**src/audio_rx_regs.vh**
```
`ifndef AUDIO_RX_REGS_VH
`define AUDIO_RX_REGS_VH
// register byte addresses
`define ADR_CTRL 8'h00
`define ADR_FORMAT 8'h04
`define ADR_STATUS 8'h08
`define ADR_WORD 8'h0C
`define ADR_LEFT 8'h10
`define ADR_RIGHT 8'h14
// control fields
`define CTRL_EN 0
`define CTRL_CLK_FALL 1
`define CTRL_DATA_LOW 2
`define CTRL_WS_INV 3
`define CTRL_LSB_FIRST 4
`define CTRL_VAR_LSB 8
`define CTRL_VAR_MSB 9
// variant codes
`define VAR_STD 2'h0
`define VAR_LEFT 2'h1
`define VAR_RIGHT 2'h2
`define VAR_MUX 2'h3
// format fields: word length, channel offset, block length, channel count - 1
`define FMT_WLEN_LSB 0
`define FMT_OFS_LSB 8
`define FMT_BLEN_LSB 16
`define FMT_NCH_LSB 24
// reset values
`define CTRL_RST 32'h0000_0000
`define FMT_RST 32'h0720_0010
`define MAX_LEN 6'h20
`endif

```
**src/word_store.v**
```verilog
`timescale 1ns/1ps
// eight channel word memory, registered read
module word_store (
  // clock
  input wire clk_i,
  // write port
  input wire wr_en_i,
  input wire [2:0] wr_addr_i,
  input wire [31:0] wr_data_i,
  // read port
  input wire [2:0] rd_addr_i,
  output reg [31:0] rd_data_o
);
  reg [31:0] mem_reg [0:7];

  // write and registered read
  always @(posedge clk_i) begin
    if (wr_en_i) begin
      mem_reg[wr_addr_i] <= wr_data_i;
    end
    rd_data_o <= mem_reg[rd_addr_i];
  end
endmodule

```
**src/audio_serial_frame_decoder.v**
```verilog
`timescale 1ns/1ps
`include "audio_rx_regs.vh"
module audio_serial_frame_decoder (
  // clock and reset
  input wire clk_i,
  input wire rst_n_i,
  // wishbone slave
  input wire wb_cyc_i,
  input wire wb_stb_i,
  input wire wb_we_i,
  input wire [7:0] wb_adr_i,
  input wire [3:0] wb_sel_i,
  input wire [31:0] wb_dat_i,
  output reg [31:0] wb_dat_o,
  output reg wb_ack_o,
  // audio link pins
  input wire bit_clock_i,
  input wire frame_channel_strobe_i,
  input wire serial_data_i,
  // word stream out
  output reg word_valid_o,
  output reg [2:0] word_chan_o,
  output reg [31:0] word_data_o
);
  // ==========================================================
  // pin synchronisers
  // ==========================================================
  reg [1:0] clk_sync_reg;
  reg [1:0] ws_sync_reg;
  reg [1:0] sd_sync_reg;
  reg clk_prev_reg;

  // two flops on each pin; only the second stage feeds logic
  always @(posedge clk_i) begin
    clk_sync_reg <= {clk_sync_reg[0], bit_clock_i};
    ws_sync_reg <= {ws_sync_reg[0], frame_channel_strobe_i};
    sd_sync_reg <= {sd_sync_reg[0], serial_data_i};
    clk_prev_reg <= clk_sync_reg[1];
  end

  // ==========================================================
  // registers
  // ==========================================================
  reg [31:0] ctrl_reg;
  reg [31:0] fmt_reg;
  reg overrun_reg;
  reg frame_err_reg;
  reg cfg_err_reg;
  reg [7:0] frame_count_reg;
  wire enable = ctrl_reg[`CTRL_EN];
  wire clk_fall_sel = ctrl_reg[`CTRL_CLK_FALL];
  wire data_low = ctrl_reg[`CTRL_DATA_LOW];
  wire ws_inv = ctrl_reg[`CTRL_WS_INV];
  wire lsb_first = ctrl_reg[`CTRL_LSB_FIRST];
  wire [1:0] variant = ctrl_reg[`CTRL_VAR_MSB:`CTRL_VAR_LSB];
  wire [5:0] wlen = fmt_reg[`FMT_WLEN_LSB +: 6];
  wire [5:0] ofs = fmt_reg[`FMT_OFS_LSB +: 6];
  wire [5:0] blen = fmt_reg[`FMT_BLEN_LSB +: 6];
  wire [2:0] nch_m1 = fmt_reg[`FMT_NCH_LSB +: 3];
  wire is_mux = (variant == `VAR_MUX);
  // word length 1..block, block covers word plus offset, block at most 32
  wire [6:0] need_len = {1'b0, wlen} + {1'b0, ofs};
  wire cfg_ok = (wlen != 6'h00) && (need_len <= {1'b0, blen}) && (blen <= `MAX_LEN);

  // ==========================================================
  // bit clock edge and sampled levels
  // ==========================================================
  // one sample per chosen bit clock edge
  wire rise = clk_sync_reg[1] & ~clk_prev_reg;
  wire fall = ~clk_sync_reg[1] & clk_prev_reg;
  wire bit_edge = clk_fall_sel ? fall : rise;
  wire ws_now = ws_sync_reg[1];
  wire sd_bit = sd_sync_reg[1] ^ data_low;

  // ==========================================================
  // receive state
  // ==========================================================
  localparam ST_HUNT = 2'h0;
  localparam ST_RUN = 2'h1;
  reg [1:0] state_reg;
  reg ws_last_reg;
  reg [5:0] slot_pos_reg;
  reg [2:0] chan_reg;
  reg [31:0] shift_reg;
  reg [5:0] got_reg;
  reg [31:0] tail_reg;
  reg wr_en_reg;
  reg [2:0] wr_addr_reg;
  reg [31:0] wr_data_reg;

  // strobe edges seen at bit clock edges
  wire ws_rise = ws_now & ~ws_last_reg;
  wire ws_fall = ~ws_now & ws_last_reg;
  wire ws_change = ws_rise | ws_fall;
  // multiplexed start on the selected sync edge only
  wire sync_edge = ws_inv ? ws_fall : ws_rise;
  // channel of the slot that the strobe level now selects
  wire [2:0] pcm_chan = {2'b00, ws_now ^ ws_inv};
  // first word bit position inside the slot
  wire [5:0] first_pos = (variant == `VAR_STD) ? 6'h01 :
    (variant == `VAR_RIGHT) ? 6'h00 : ofs;
  wire in_word = (slot_pos_reg >= first_pos) && (got_reg < wlen);

  // msb first or lsb first word assembly
  function [31:0] put_bit;
    input [31:0] acc;
    input [5:0] idx;
    input low_bit_first;
    input b;
    begin
      put_bit = low_bit_first ? (acc | ({31'h0000_0000, b} << idx)) : {acc[30:0], b};
    end
  endfunction

  // trailing aligned: keep last wlen bits; bit order fixed at close
  function [31:0] tail_word;
    input [31:0] t;
    input [5:0] n;
    input low_bit_first;
    reg [31:0] m;
    reg [31:0] r;
    integer k;
    begin
      m = (n >= 6'h20) ? 32'hFFFF_FFFF : ((32'h0000_0001 << n) - 32'h0000_0001);
      r = 32'h0000_0000;
      for (k = 0; k < 32; k = k + 1) begin
        if (k < n) begin
          r[k] = t[n - 1 - k];
        end
      end
      tail_word = low_bit_first ? r : (t & m);
    end
  endfunction

  // the slot is over at a strobe change (two channel) or at block end (multiplexed)
  // block ends at the edge carrying the next block's first bit, like a strobe change
  wire blk_end = is_mux && (slot_pos_reg == blen);
  wire slot_close = is_mux ? (blk_end || sync_edge) : ws_change;

  // bit-level receive machine
  always @(posedge clk_i) begin
    wr_en_reg <= 1'b0;
    if (!rst_n_i || !enable || !cfg_ok) begin
      state_reg <= ST_HUNT;
      // track the parked strobe level so the first real change after enable is an edge
      ws_last_reg <= ws_now;
      slot_pos_reg <= 6'h00;
      chan_reg <= 3'h0;
      shift_reg <= 32'h0000_0000;
      got_reg <= 6'h00;
      tail_reg <= 32'h0000_0000;
      wr_addr_reg <= 3'h0;
      wr_data_reg <= 32'h0000_0000;
      if (!rst_n_i) begin
        frame_err_reg <= 1'b0;
        frame_count_reg <= 8'h00;
      end
    end else if (bit_edge) begin
      ws_last_reg <= ws_now;
      case (state_reg)
        ST_HUNT: begin
          // wait for a strobe change (two channel) or the selected sync edge (multiplexed) before counting any bit
          if ((is_mux && sync_edge) || (!is_mux && ws_change)) begin
            state_reg <= ST_RUN;
            chan_reg <= is_mux ? 3'h0 : pcm_chan;
            slot_pos_reg <= 6'h01;
            got_reg <= 6'h00;
            shift_reg <= 32'h0000_0000;
            tail_reg <= {31'h0000_0000, sd_bit};
            // leading aligned zero offset: this edge carries bit one
            if (variant == `VAR_LEFT && ofs == 6'h00 && !is_mux) begin
              shift_reg <= put_bit(32'h0000_0000, 6'h00, lsb_first, sd_bit);
              got_reg <= 6'h01;
            end else if (is_mux && ofs == 6'h00) begin
              shift_reg <= put_bit(32'h0000_0000, 6'h00, lsb_first, sd_bit);
              got_reg <= 6'h01;
            end
          end
        end
        ST_RUN: begin
          if (slot_close) begin
            // write out the finished word
            wr_en_reg <= 1'b1;
            wr_addr_reg <= chan_reg;
            wr_data_reg <= (variant == `VAR_RIGHT) ? tail_word(tail_reg, wlen, lsb_first) : shift_reg;
            // a standard or left aligned two channel word shorter than the word length is flagged
            if (!is_mux && variant != `VAR_RIGHT && got_reg < wlen) begin
              frame_err_reg <= 1'b1;
            end
            slot_pos_reg <= 6'h01;
            got_reg <= 6'h00;
            shift_reg <= 32'h0000_0000;
            tail_reg <= {31'h0000_0000, sd_bit};
            if (is_mux) begin
              if (sync_edge) begin
                chan_reg <= 3'h0;
                frame_count_reg <= frame_count_reg + 8'h01;
              end else begin
                chan_reg <= chan_reg + 3'h1;
              end
              if (ofs == 6'h00) begin
                shift_reg <= put_bit(32'h0000_0000, 6'h00, lsb_first, sd_bit);
                got_reg <= 6'h01;
              end
              // channels past the configured count are idle until next sync
              if (!sync_edge && chan_reg == nch_m1) begin
                state_reg <= ST_HUNT;
              end
            end else begin
              chan_reg <= pcm_chan;
              if (variant == `VAR_LEFT && ofs == 6'h00) begin
                shift_reg <= put_bit(32'h0000_0000, 6'h00, lsb_first, sd_bit);
                got_reg <= 6'h01;
              end
              if (ws_now ^ ws_inv) begin
                frame_count_reg <= frame_count_reg + 8'h01;
              end
            end
          end else begin
            // bits past the word or past slot space are dropped
            if (slot_pos_reg != 6'h3F) begin
              slot_pos_reg <= slot_pos_reg + 6'h01;
            end
            tail_reg <= {tail_reg[30:0], sd_bit};
            if (in_word && variant != `VAR_RIGHT) begin
              shift_reg <= put_bit(shift_reg, got_reg, lsb_first, sd_bit);
              got_reg <= got_reg + 6'h01;
            end
          end
        end
        default: begin
          state_reg <= ST_HUNT;
        end
      endcase
    end
  end

  // ==========================================================
  // word memory and stream output
  // ==========================================================
  reg [2:0] rd_addr_reg;
  wire [31:0] rd_data;

  word_store u_store (
    .clk_i(clk_i),
    .wr_en_i(wr_en_reg),
    .wr_addr_i(wr_addr_reg),
    .wr_data_i(wr_data_reg),
    .rd_addr_i(rd_addr_reg),
    .rd_data_o(rd_data)
  );

  // stream pulse alongside the memory write
  always @(posedge clk_i) begin
    if (!rst_n_i) begin
      word_valid_o <= 1'b0;
      word_chan_o <= 3'h0;
      word_data_o <= 32'h0000_0000;
    end else begin
      word_valid_o <= wr_en_reg;
      if (wr_en_reg) begin
        word_chan_o <= wr_addr_reg;
        word_data_o <= wr_data_reg;
      end
    end
  end

  // ==========================================================
  // wishbone slave
  // ==========================================================
  // two-cycle answer: read memory address latched first, ack next
  reg pend_reg;
  wire req = wb_cyc_i & wb_stb_i & ~wb_ack_o;
  wire is_word = (wb_adr_i >= `ADR_WORD) && (wb_adr_i[1:0] == 2'b00) && (wb_adr_i <= 8'h2C);
  wire [2:0] word_idx = (wb_adr_i == `ADR_LEFT) ? 3'h0 : (wb_adr_i == `ADR_RIGHT) ? 3'h1 :
    wb_adr_i[4:2] - 3'h3;

  // byte lane merge helper
  function [31:0] merge;
    input [31:0] old;
    input [31:0] nw;
    input [3:0] sel;
    integer i;
    begin
      merge = old;
      for (i = 0; i < 4; i = i + 1) begin
        if (sel[i]) begin
          merge[i*8 +: 8] = nw[i*8 +: 8];
        end
      end
    end
  endfunction

  // register access; sticky overrun set wins over its clear
  always @(posedge clk_i) begin
    if (!rst_n_i) begin
      ctrl_reg <= `CTRL_RST;
      fmt_reg <= `FMT_RST;
      wb_ack_o <= 1'b0;
      wb_dat_o <= 32'h0000_0000;
      pend_reg <= 1'b0;
      rd_addr_reg <= 3'h0;
      overrun_reg <= 1'b0;
      cfg_err_reg <= 1'b0;
    end else begin
      wb_ack_o <= 1'b0;
      cfg_err_reg <= enable & ~cfg_ok;
      if (req && !pend_reg) begin
        pend_reg <= 1'b1;
        rd_addr_reg <= word_idx;
      end else if (req && pend_reg) begin
        pend_reg <= 1'b0;
        wb_ack_o <= 1'b1;
        wb_dat_o <= 32'h0000_0000;
        if (wb_we_i) begin
          if (wb_adr_i == `ADR_CTRL) begin
            ctrl_reg <= merge(ctrl_reg, wb_dat_i, wb_sel_i) & 32'h0000_031F;
          end
          if (wb_adr_i == `ADR_FORMAT) begin
            fmt_reg <= merge(fmt_reg, wb_dat_i, wb_sel_i) & 32'h073F_3F3F;
          end
        end else begin
          case (wb_adr_i)
            `ADR_CTRL: wb_dat_o <= ctrl_reg;
            `ADR_FORMAT: wb_dat_o <= fmt_reg;
            `ADR_STATUS: wb_dat_o <= {16'h0000, frame_count_reg, 3'h0, cfg_err_reg,
              frame_err_reg, overrun_reg, state_reg};
            default: wb_dat_o <= is_word ? rd_data : 32'h0000_0000;
          endcase
        end
      end
      // overrun: a word arrives while software reads the same slot
      if (wr_en_reg && req && pend_reg && !wb_we_i && is_word && rd_addr_reg == wr_addr_reg) begin
        overrun_reg <= 1'b1;
      end else if (req && pend_reg && wb_we_i && wb_adr_i == `ADR_STATUS && wb_sel_i[0] && wb_dat_i[2]) begin
        overrun_reg <= 1'b0;
      end
    end
  end
endmodule

```
**config.mk**
```make
export PLATFORM = sky130hd
export DESIGN_NAME = audio_serial_frame_decoder
export DESIGN_NICKNAME = d
export VERILOG_FILES = /design/src/word_store.v /design/src/audio_serial_frame_decoder.v
export VERILOG_INCLUDE_DIRS = /design/src
export SDC_FILE = /design/constraint.sdc
export NUM_CORES = 1
export LEC_CHECK = 0
export BUFFER_PORTS_ARGS = -buffer_cell sky130_fd_sc_hd__buf_2
export CAP_MARGIN = 20
export CORE_MARGIN = 4
export CORE_UTILIZATION = 46
export CTS_BUF_LIST = sky130_fd_sc_hd__clkbuf_4 sky130_fd_sc_hd__clkbuf_8 sky130_fd_sc_hd__clkbuf_16
export DETAILED_ROUTE_END_ITERATION = 16
export PLACE_DENSITY_LB_ADDON = 0.3
export SLEW_MARGIN = 30
export SYNTH_ARGS = -nofsm -noshare
export SYNTH_HDL_FRONTEND = slang
export SYNTH_SLANG_ARGS = --single-unit
export TNS_END_PERCENT = 100
```
**constraint.sdc**
```tcl
create_clock -name clk_i -period 5 [get_ports clk_i]
set_input_delay 0.25 -clock clk_i [delete_from_list [all_inputs] [get_ports clk_i]]
set_output_delay 0.25 -clock clk_i [all_outputs]
set_load 0.05 [all_outputs]
```
Yosys cells after proc, flatten, opt, wreduce, memory -nomap -nowiden:

Memory sizes are Yosys's and may differ from the RTL's. A register that Yosys moved wholly into a read port is not among the register bits.
Cells that the tools add are included.
W data, S select, Z words.

* add/sub/neg operators: 39
* multipliers: 0
* div/mod/pow operators: 0
* $lt $le $gt $ge: 71
* eq/ne operators: 21
* shifts and indexed selects: 2
* multiplexer cells: 170
* bitwise gates (word level): 22
* reductions and logical operators: 68

Operator list (number)
* $lt A32 B6 Y1 const B: 32
* $sub A32 B5 Y32 const B: 15
* $mux W32: 12
* $sub A32 B4 Y32 const B: 8
* $bmux W1 S5: 32
* $pmux W32 S2: 2
* $sub A32 B3 Y32 const B: 4
* $lt A5 B6 Y1 const A: 16
* $pmux W32 S3: 1
* $mux W1: 92
* $mux W8: 8
* $sub A32 B1 Y32 const B: 2
* $sub A32 B2 Y32 const B: 2
* $mux W6: 9
* $lt A4 B6 Y1 const A: 8
* $reduce_and A5 Y1: 8
* $and A32 B32 Y32: 1
* $or A32 B32 Y32: 1
* $shl A1 B6 Y32: 1
* $shl A1 B6 Y32 const A: 1
* $logic_and A1 B1 Y1: 26
* $lt A3 B6 Y1 const A: 4
* $pmux W6 S2: 2
* $mux W3: 6
* 48 further kinds: 100

* register bits: 237
* latch bits: 0
* bits in writable memories: 256
* memory bits (read-only): 0
* input bits: 52
* output and inout port bits: 69
* logic and storage cells: 425
* memories: 1

Memories
* u_store.mem_reg: depth 8, width 32, rd ports 1, clocked after memory_dff 1, wr ports 1, line word_store.v:14 `reg [31:0] mem_reg [0:7];`

Logic depth before layout (Yosys ltp):

Gate-level depths: netlist of the first run.

* depth after elaboration: 9
* depth in mapped cells: 17
* mapped depth without buffers: 16

Cells and area by module:

From an unflattened synthesis of the first run, not the netlist that was laid out.

* cell total of the unflattened synthesis: 2282
* area, all modules: 26063.7 sq um

By module, submodules not included
* audio_serial_frame_decoder: instances 1, cells an instance 1867, area an instance 15597.5 sq um, seq. area each 4824.6 sq um
* word_store: instances 1, cells an instance 415, area an instance 10466.3 sq um, seq. area each 8328.0 sq um

Worst setup path before layout of the first run:

No wires, ideal clock.

* kind: register -> register
* start point: register fmt_reg[0]
* end point: register wr_data_reg[30]
* setup time: 0.133 ns
* arrival time: 4.112 ns
* data required time: 4.867 ns
* setup slack: 0.755 ns
* stages on the path, launching flop included: 16
* buffers on the path: 6
* clock period less this slack: 4.245 ns
* cells stage by stage: dfxtp_1 buf_4 inv_1 ha_1 clkbuf_1 buf_2 clkbuf_1 inv_1 ha_1 buf_1 clkbuf_1 mux4_2 mux4_2 mux2_2 o211ai_1 a311oi_1

* longest elaborated chain between the ends: 7
* elaborated cells on any way between the ends: 20
* those cells by class: add/sub: 4; order compare: 3; shift: 1; mux: 6; bitwise: 1; reduce/logical: 5

RTL lines
* start, declared: line audio_serial_frame_decoder.v:45 `reg [31:0] fmt_reg;`
* start signal, assigned: line audio_serial_frame_decoder.v:298 `` fmt_reg <= `FMT_RST; ``
* start signal, assigned: line audio_serial_frame_decoder.v:320 `fmt_reg <= merge(fmt_reg, wb_dat_i, wb_sel_i) & 32'h073F_3F3F;`
* $sub A6 B1 Y7: line audio_serial_frame_decoder.v:128 `r[k] = t[n - 1 - k];`
* $sub A32 B5 Y32: line audio_serial_frame_decoder.v:128
* $bmux W1 S5: line audio_serial_frame_decoder.v:128
* $mux W1 (implied by the code): line audio_serial_frame_decoder.v:128
* $mux W1: line audio_serial_frame_decoder.v:127 `if (k < n) begin`
* $mux W32: line audio_serial_frame_decoder.v:131 `tail_word = low_bit_first ? r : (t & m);`
* $mux W32: line audio_serial_frame_decoder.v:185 `` wr_data_reg <= (variant == `VAR_RIGHT) ? tail_word(tail_reg, wlen, lsb_first) : shift_reg; ``
* end signal, assigned: line audio_serial_frame_decoder.v:185
* end, declared: line audio_serial_frame_decoder.v:89 `reg [31:0] wr_data_reg;`

Parallel ways exist; a longest one is shown, timed or not. The select of a mux whose other input is x is not followed.
A chain may end at the register's enable or synchronous reset.

Worst setup path after layout of the first run:

* start point: register fmt_reg[0]
* end point: register wr_data_reg[31]

* longest elaborated chain between the ends: 7
* elaborated cells on any way between the ends: 20
* those cells by class: add/sub: 4; order compare: 3; shift: 1; mux: 6; bitwise: 1; reduce/logical: 5

RTL lines (line)
* $sub A6 B1 Y7: audio_serial_frame_decoder.v:128
* $sub A7 B6 Y8: audio_serial_frame_decoder.v:128
* $bmux W1 S5: audio_serial_frame_decoder.v:128
* $mux W1 (implied by the code): audio_serial_frame_decoder.v:128
* $mux W1: audio_serial_frame_decoder.v:127
* $mux W32: audio_serial_frame_decoder.v:131
* $mux W32: audio_serial_frame_decoder.v:185

Parallel ways exist; a longest one is shown, timed or not. The select of a mux whose other input is x is not followed.

==> results of run 1 <==
[critical path: cells and delay by family (launching register included)]
family | cells | cell delay (ns)
mux | 2 | 0.94
fa+ha+maj | 2 | 1.05
simple gates | 4 | 0.80
buf+inv | 2 | 0.45
xor+xnor | 1 | 0.24
flops | 1 | 0.51
compound gates | 1 | 0.19
[metal layers]
metal | part of all wire [%] | vias up | GRT usage [%]
li1 | - | 8467 | -
met4 | 3.6 | 0 | 9.203
met2 | 48 | 801 | 41.82
met3 | 7.1 | 147 | 3.564
met1 | 42 | 9421 | 35.23
met5 | 0 | - | 0
[worst max-delay path by stage]
| stage | to | from | slack, ns | cells after the start |
|---|---|---|---|---|
| 2_1_floorplan | wr_data_reg[30] | fmt_reg[0] | 0.75 | 15 |
| 3_3_place_gp | wr_data_reg[10] | fmt_reg[0] | 0.84 | 11 |
| 3_5_place_dp | wr_data_reg[10] | fmt_reg[0] | 0.74 | 11 |
| 4_1_cts | wr_data_reg[10] | fmt_reg[0] | 0.78 | 11 |
| 5_1_grt | shift_reg[21] | fmt_reg[0] | 0.50 | 16 |
| 6_report | wr_data_reg[31] | fmt_reg[0] | 0.77 | 12 |
[final cells by class]
| cell class | instances | area, um^2 |
|---|---|---|
| clock inverter | 29 | 420.4 |
| inverter | 44 | 165.2 |
| clock buffer | 73 | 1554 |
| sequential | 524 | 13170 |
| timing repair buffer | 185 | 1194 |
| fill | 4585 | 25220 |
| tap | 696 | 870.8 |
| multi-input combinational | 1489 | 11430 |
[logic make-up (layout without fill, tap and decap cells)]
kind of cell               after synthesis  in the layout  synth area share, %
and+or+nand+nor                        650            650                11.91
DFF                                    524            524                52.12
AOI/OAI and AO/OA                      437            437                10.89
muxes                                  278            278                16.70
buffers and inverters                  193            331                3.034
xor gates and xnor gates                71             71                2.687
adders and majority gates               53             53                2.658
[report_power, final]
group	leakage (nW)	switching (mW)	internal, mW
registers	4.10	0.0219	4.48
logic	4.05	0.101	0.0710
clock network	0.980	1.75	2.58
[what timing repair did]
item	in CTS	in global routing
hold endpoints to repair	31	0
buffers inserted	0	0
gates resized for setup	0	0
hold buffers	31	0
[metrics by stage]
step	power (mW)	utilization (%)	instances	cell area [um^2]
6_report	9.002	53.31	3040	28800
5_1_grt	9.280	53.31	3040	28800
4_1_cts	9.057	53.30	3040	28800
3_5_place_dp	4.750	49.07	2907	26510
3_3_place_gp	4.747	49.06	2907	26500
2_1_floorplan	4.690	-	2206	25230
[cells in the mapped netlist, drive strengths merged, types with 18 or more instances]
cell type  instances  area [um^2]
edfxtp           266         7988
dfxtp            258         5165
nand2            206        773.2
nor2             179        671.9
o21ai            138        690.7
a21oi            131        659.4
mux2i            115         1151
clkbuf           109        409.1
mux4             109         2455
nand3             76        380.4
nor3              63        320.3
mux2              54        608.1
ha                52        650.6
inv               43        161.4
buf               40        191.4
xnor2             36        371.6
xor2              35        306.5
a22o              21        183.9
a211oi            19        152.6
or3               18        112.6
==> results.py, run 1 <==
metrics = {
    "run_status": {
        "status": "completed",
    },
    "cells_and_area": {
        "drive_gt1_share_pct": 19.67,
        "area_growth_pct": 14.14,
        "largest_reg_flops": 256,
        "fin_nets": 2403,
        "final_common_cell": "edfxtp_1",
        "final_cell_mix": "edfxtp_1, dfxtp_1, nand2_1",
        "antenna_cells": 0,
    },
    "setup_path": {
        "rrSetupSlack_ns": 0.77,
        "arrival_ns": 4.77,
        "path_max_fanout": 21,
        "end_kind": "flip-flop",
        "reg2reg_to": "wr_data_reg[31]",
        "cp_data_required_time_ns": 5.53,
        "rr_worst_depth": 12,
        "worst_path_most_repeated_cell": "inv_1",
        "worstSetupStartpointType": "flip-flop",
        "critPathSlowestCell": "ha_2",
        "path_cells": "inv_1 -> ha_2 -> inv_1 -> ha_1 -> or3_1 -> a21oi_2 -> xnor2_2 -> mux4_2 -> mux2_2 -> nor3_1 -> nor4_1 -> nor4_2",
        "rr_startpoint": "fmt_reg[0]",
        "slowest_delay_ns": 0.73,
        "crit_type": "reg2reg",
    },
    "global_routing": {
        "grt.total_usage_pct": 25.61,
        "grt_max_degree": 75,
        "gr-total-overflow": 0,
        "antenna_found_initial": 0,
        "grt_pass1_wl_um": 116600,
        "first_global_vias": 18270,
    },
    "hold_path": {
        "hold_start": "rst_n_i",
        "min_to": "fmt_reg[4]",
        "hold_depth": 2,
        "worstHoldPathType": "in2reg",
    },
    "synthesis": {
        "synth_async_sr_flop_share_pct": 0,
        "synthFlopType": "edfxtp_1",
        "seq_area_frac_synth_pct": 52.12,
        "synth_edf_count": 266,
        "synth_area_um2": 25230,
        "syn-num-nets": 2311,
        "ys_warn_count": 0,
        "avgSynthCellArea_um2": 11.44,
        "ys_types": 84,
        "synthCells": 2206,
        "synth.ff_latch_count": 524,
    },
    "die": {
        "core_um2": 54030,
        "die_h_um": 242.2,
        "num_rows": 85,
        "dieArea_um2": 58670,
        "die_x_um": 242.2,
        "start_util_pct": 46.71,
        "io_pins": 121,
    },
    "sta": {
        "max_freq_ghz": 0.2362,
        "finalCritPeriodShare_pct": 84.67,
        "rsz0062_at_grt": "false",
        "setup_slack_ns": 0.7665,
        "clock_skew_ns": 0.06671,
        "worst_slew_pin_slew_ns": 0.9600,
        "fin_crit_ns": 4.234,
        "hold_viol_final": 0,
        "setup_viol": 0,
        "holdWs_ns": 0.04954,
        "setup_tns_ns": 0,
        "finalMaxSlewViolations": 0,
        "maxSlewHeadroom_pct": 35.85,
    },
    "route": {
        "drtPass1Iterations": 5,
        "drtAntennaViolNets": 0,
        "drt_wl_total_um": 76750,
        "initialDrtViolationCount": 1772,
        "vias": 18840,
        "wl_per_cell_um": 25.25,
        "drc": 0,
        "vias_per_cell": 6.196,
    },
    "clocking": {
        "clockRootBuffer": "clkbuf_16",
        "clk_pin_slew_worst_paths_ns": 0.06,
        "clk_latency_ns": 0.64,
        "cts_inserted_buffers": 54,
        "clockBufferDepth": 3,
        "cts_max_level": 2,
        "cts_tree": "done",
        "clkSinkCount": 524,
    },
    "power": {
        "p_leak_nw": 9.138,
        "irDropWorstVdd_mv": 0.2879,
        "power.density_nw_per_um2": 312.5,
    },
    "job": {
        "maxCapViolations": 0,
    },
    "place": {
        "post-place-ws_ns": 0.7369,
        "port_buffers": 109,
        "gp_congestion": 0.9730,
        "hpwl_um": 53110,
    },
}
No activity file was read; power rests on OpenSTA's default activity.
==> run 2: changes to the inputs <==
Clock period 5 ns to 3.4 ns, I/O delays scaled along.
==> run 2 against run 1 <==
Final cell count grew 3.3%. Wire length grew 2.7%. Non-clock buffer count grew 100. Setup slack lost 0.76 ns. Flip-flop and latch count is the same. Cell area grew 3.8%. Maximum frequency grew 25%. Clock power grew 38%.
==> results.py, run 2 (synthesis gave the netlist of run 1 again) <==
metrics = {
    "run_status": {
        "status": "completed",
    },
    "clocking": {
        "clk_latency_ns": 0.62,
        "clockRootBuffer": "clkbuf_16",
        "cts_max_level": 2,
        "clkSinkCount": 524,
        "cts_tree": "done",
        "clockBufferDepth": 3,
        "clk_pin_slew_worst_paths_ns": 0.06,
        "cts_inserted_buffers": 53,
    },
    "setup_path": {
        "rr_worst_depth": 13,
        "path_max_fanout": 6,
        "end_kind": "flip-flop",
        "arrival_ns": 3.86,
        "crit_type": "reg2reg",
        "worstSetupStartpointType": "flip-flop",
        "cp_data_required_time_ns": 3.87,
    },
    "route": {
        "drtAntennaViolNets": 0,
        "vias": 19240,
        "wl_per_cell_um": 25.11,
        "drc": 0,
        "initialDrtViolationCount": 1794,
        "drt_wl_total_um": 78840,
        "drtPass1Iterations": 5,
        "vias_per_cell": 6.128,
    },
    "sta": {
        "max_freq_ghz": 0.2948,
        "finalCritPeriodShare_pct": 99.76,
        "finalMaxSlewViolations": 0,
        "worst_slew_pin_slew_ns": 0.8864,
        "clock_skew_ns": 0.03286,
        "rsz0062_at_grt": "true",
        "setup_viol": 0,
        "hold_viol_final": 0,
        "maxSlewHeadroom_pct": 40.62,
        "setup_slack_ns": 0.008146,
        "fin_crit_ns": 3.392,
    },
    "cells_and_area": {
        "final_area_um2": 29900,
        "seq_area_um2": 13170,
        "fin_nets": 2502,
        "final_util_pct": 55.34,
        "instances_no_fill": 3140,
        "largest_reg_flops": 256,
        "area_growth_pct": 18.49,
        "drive_gt1_share_pct": 24.32,
        "multi_input_area_um2": 11680,
        "final_cell_mix": "edfxtp_1, dfxtp_1, nand2_1",
        "final_common_cell": "edfxtp_1",
        "fillCellCount": 4541,
    },
    "die": {
        "num_rows": 85,
        "io_pins": 121,
        "die_x_um": 242.2,
        "core_um2": 54030,
        "die_h_um": 242.2,
        "dieArea_um2": 58670,
        "start_util_pct": 46.71,
    },
    "place": {
        "placed_cells": 2995,
        "place_area_um2": 27450,
        "gp_congestion": 0.9710,
        "hpwl_um": 55280,
        "port_buffers": 109,
        "post-place-ws_ns": -0.1346,
    },
    "global_routing": {
        "grt.total_usage_pct": 26.02,
        "antenna_found_initial": 1,
        "grt_pass1_wl_um": 117500,
        "first_global_vias": 18520,
        "grt_max_degree": 75,
        "gr-total-overflow": 0,
    },
    "power": {
        "power_mw": 12.85,
        "irDropWorstVdd_mv": 0.4557,
        "power.density_nw_per_um2": 429.8,
        "p_leak_nw": 9.676,
    },
    "hold_path": {
        "worstHoldPathType": "in2reg",
        "hold_depth": 5,
    },
    "job": {
        "maxCapViolations": 0,
    },
}
-- run 2: routing by layer --
layer  global-route usage [%]  vias to the layer above  routed length (um)
li1                         -                     8658                   -
met1                    34.01                     9549               31710
met4                    10.88                        0                3459
met2                    42.37                      861               37360
met5                        0                        -                   0
met3                    5.479                      174                6318
-- run 2: layout make-up --
cell class                      instances  share of cell area [%]
Multi-Input combinational cell       1489                   39.05
Clock buffer                           68                   4.971
Timing Repair Buffer                  285                   7.285
Sequential cell                       524                   44.04
Tap cell                              696                   2.913
Inverter                               44                  0.5733
Antenna cell                            2                 0.01674
Clock inverter                         32                   1.147
-- run 2: through the flow --
step	hold slack (ns)	setup TNS, ns
2_1_floorplan	0.1977	-0.3007
3_3_place_gp	0.2751	-0.1390
3_5_place_dp	0.2744	-1.401
4_1_cts	0.03610	0
5_1_grt	0.09519	-1.204
6_report	0.07089	0
-- run 2: timing repair --
item,4_1_cts,5_1_grt
gates resized for setup,6,36
setup buffers,1,3
hold endpoints to repair,36,0
pin swaps,2,14
gates cloned,0,1
hold buffers,38,0
setup endpoints to repair,39,101
-- run 2: power by group --
group	internal, mW	switching, mW	leakage (nW)
clock	3.44	2.52	0.919
sequential	6.59	0.0187	4.10
combinational	0.114	0.163	4.65
-- run 2: worst max-delay path, cell delays in order, from the launching register on --
cell,delay [ns]
dfxtp_4,0.38
clkinvlp_4,0.16
buf_6,0.16
buf_4,0.16
ha_1,0.23
or3_1,0.41
a22o_1,0.23
or3b_1,0.45
buf_4,0.18
nor2_1,0.15
a2111oi_0,0.12
nor4_1,0.38
buf_4,0.20
nor4_2,0.03
-- run 2: worst paths after layout --
path,from,to,slack [ns]
worst max register to register,fmt_reg[0],wr_data_reg[31],0.008
worst min-delay path,wb_adr_i[5],rd_addr_reg[2],0.07
worst max-delay path,fmt_reg[0],wr_data_reg[31],0.008
worst min register to register,clk_sync_reg[0],clk_sync_reg[1],0.33
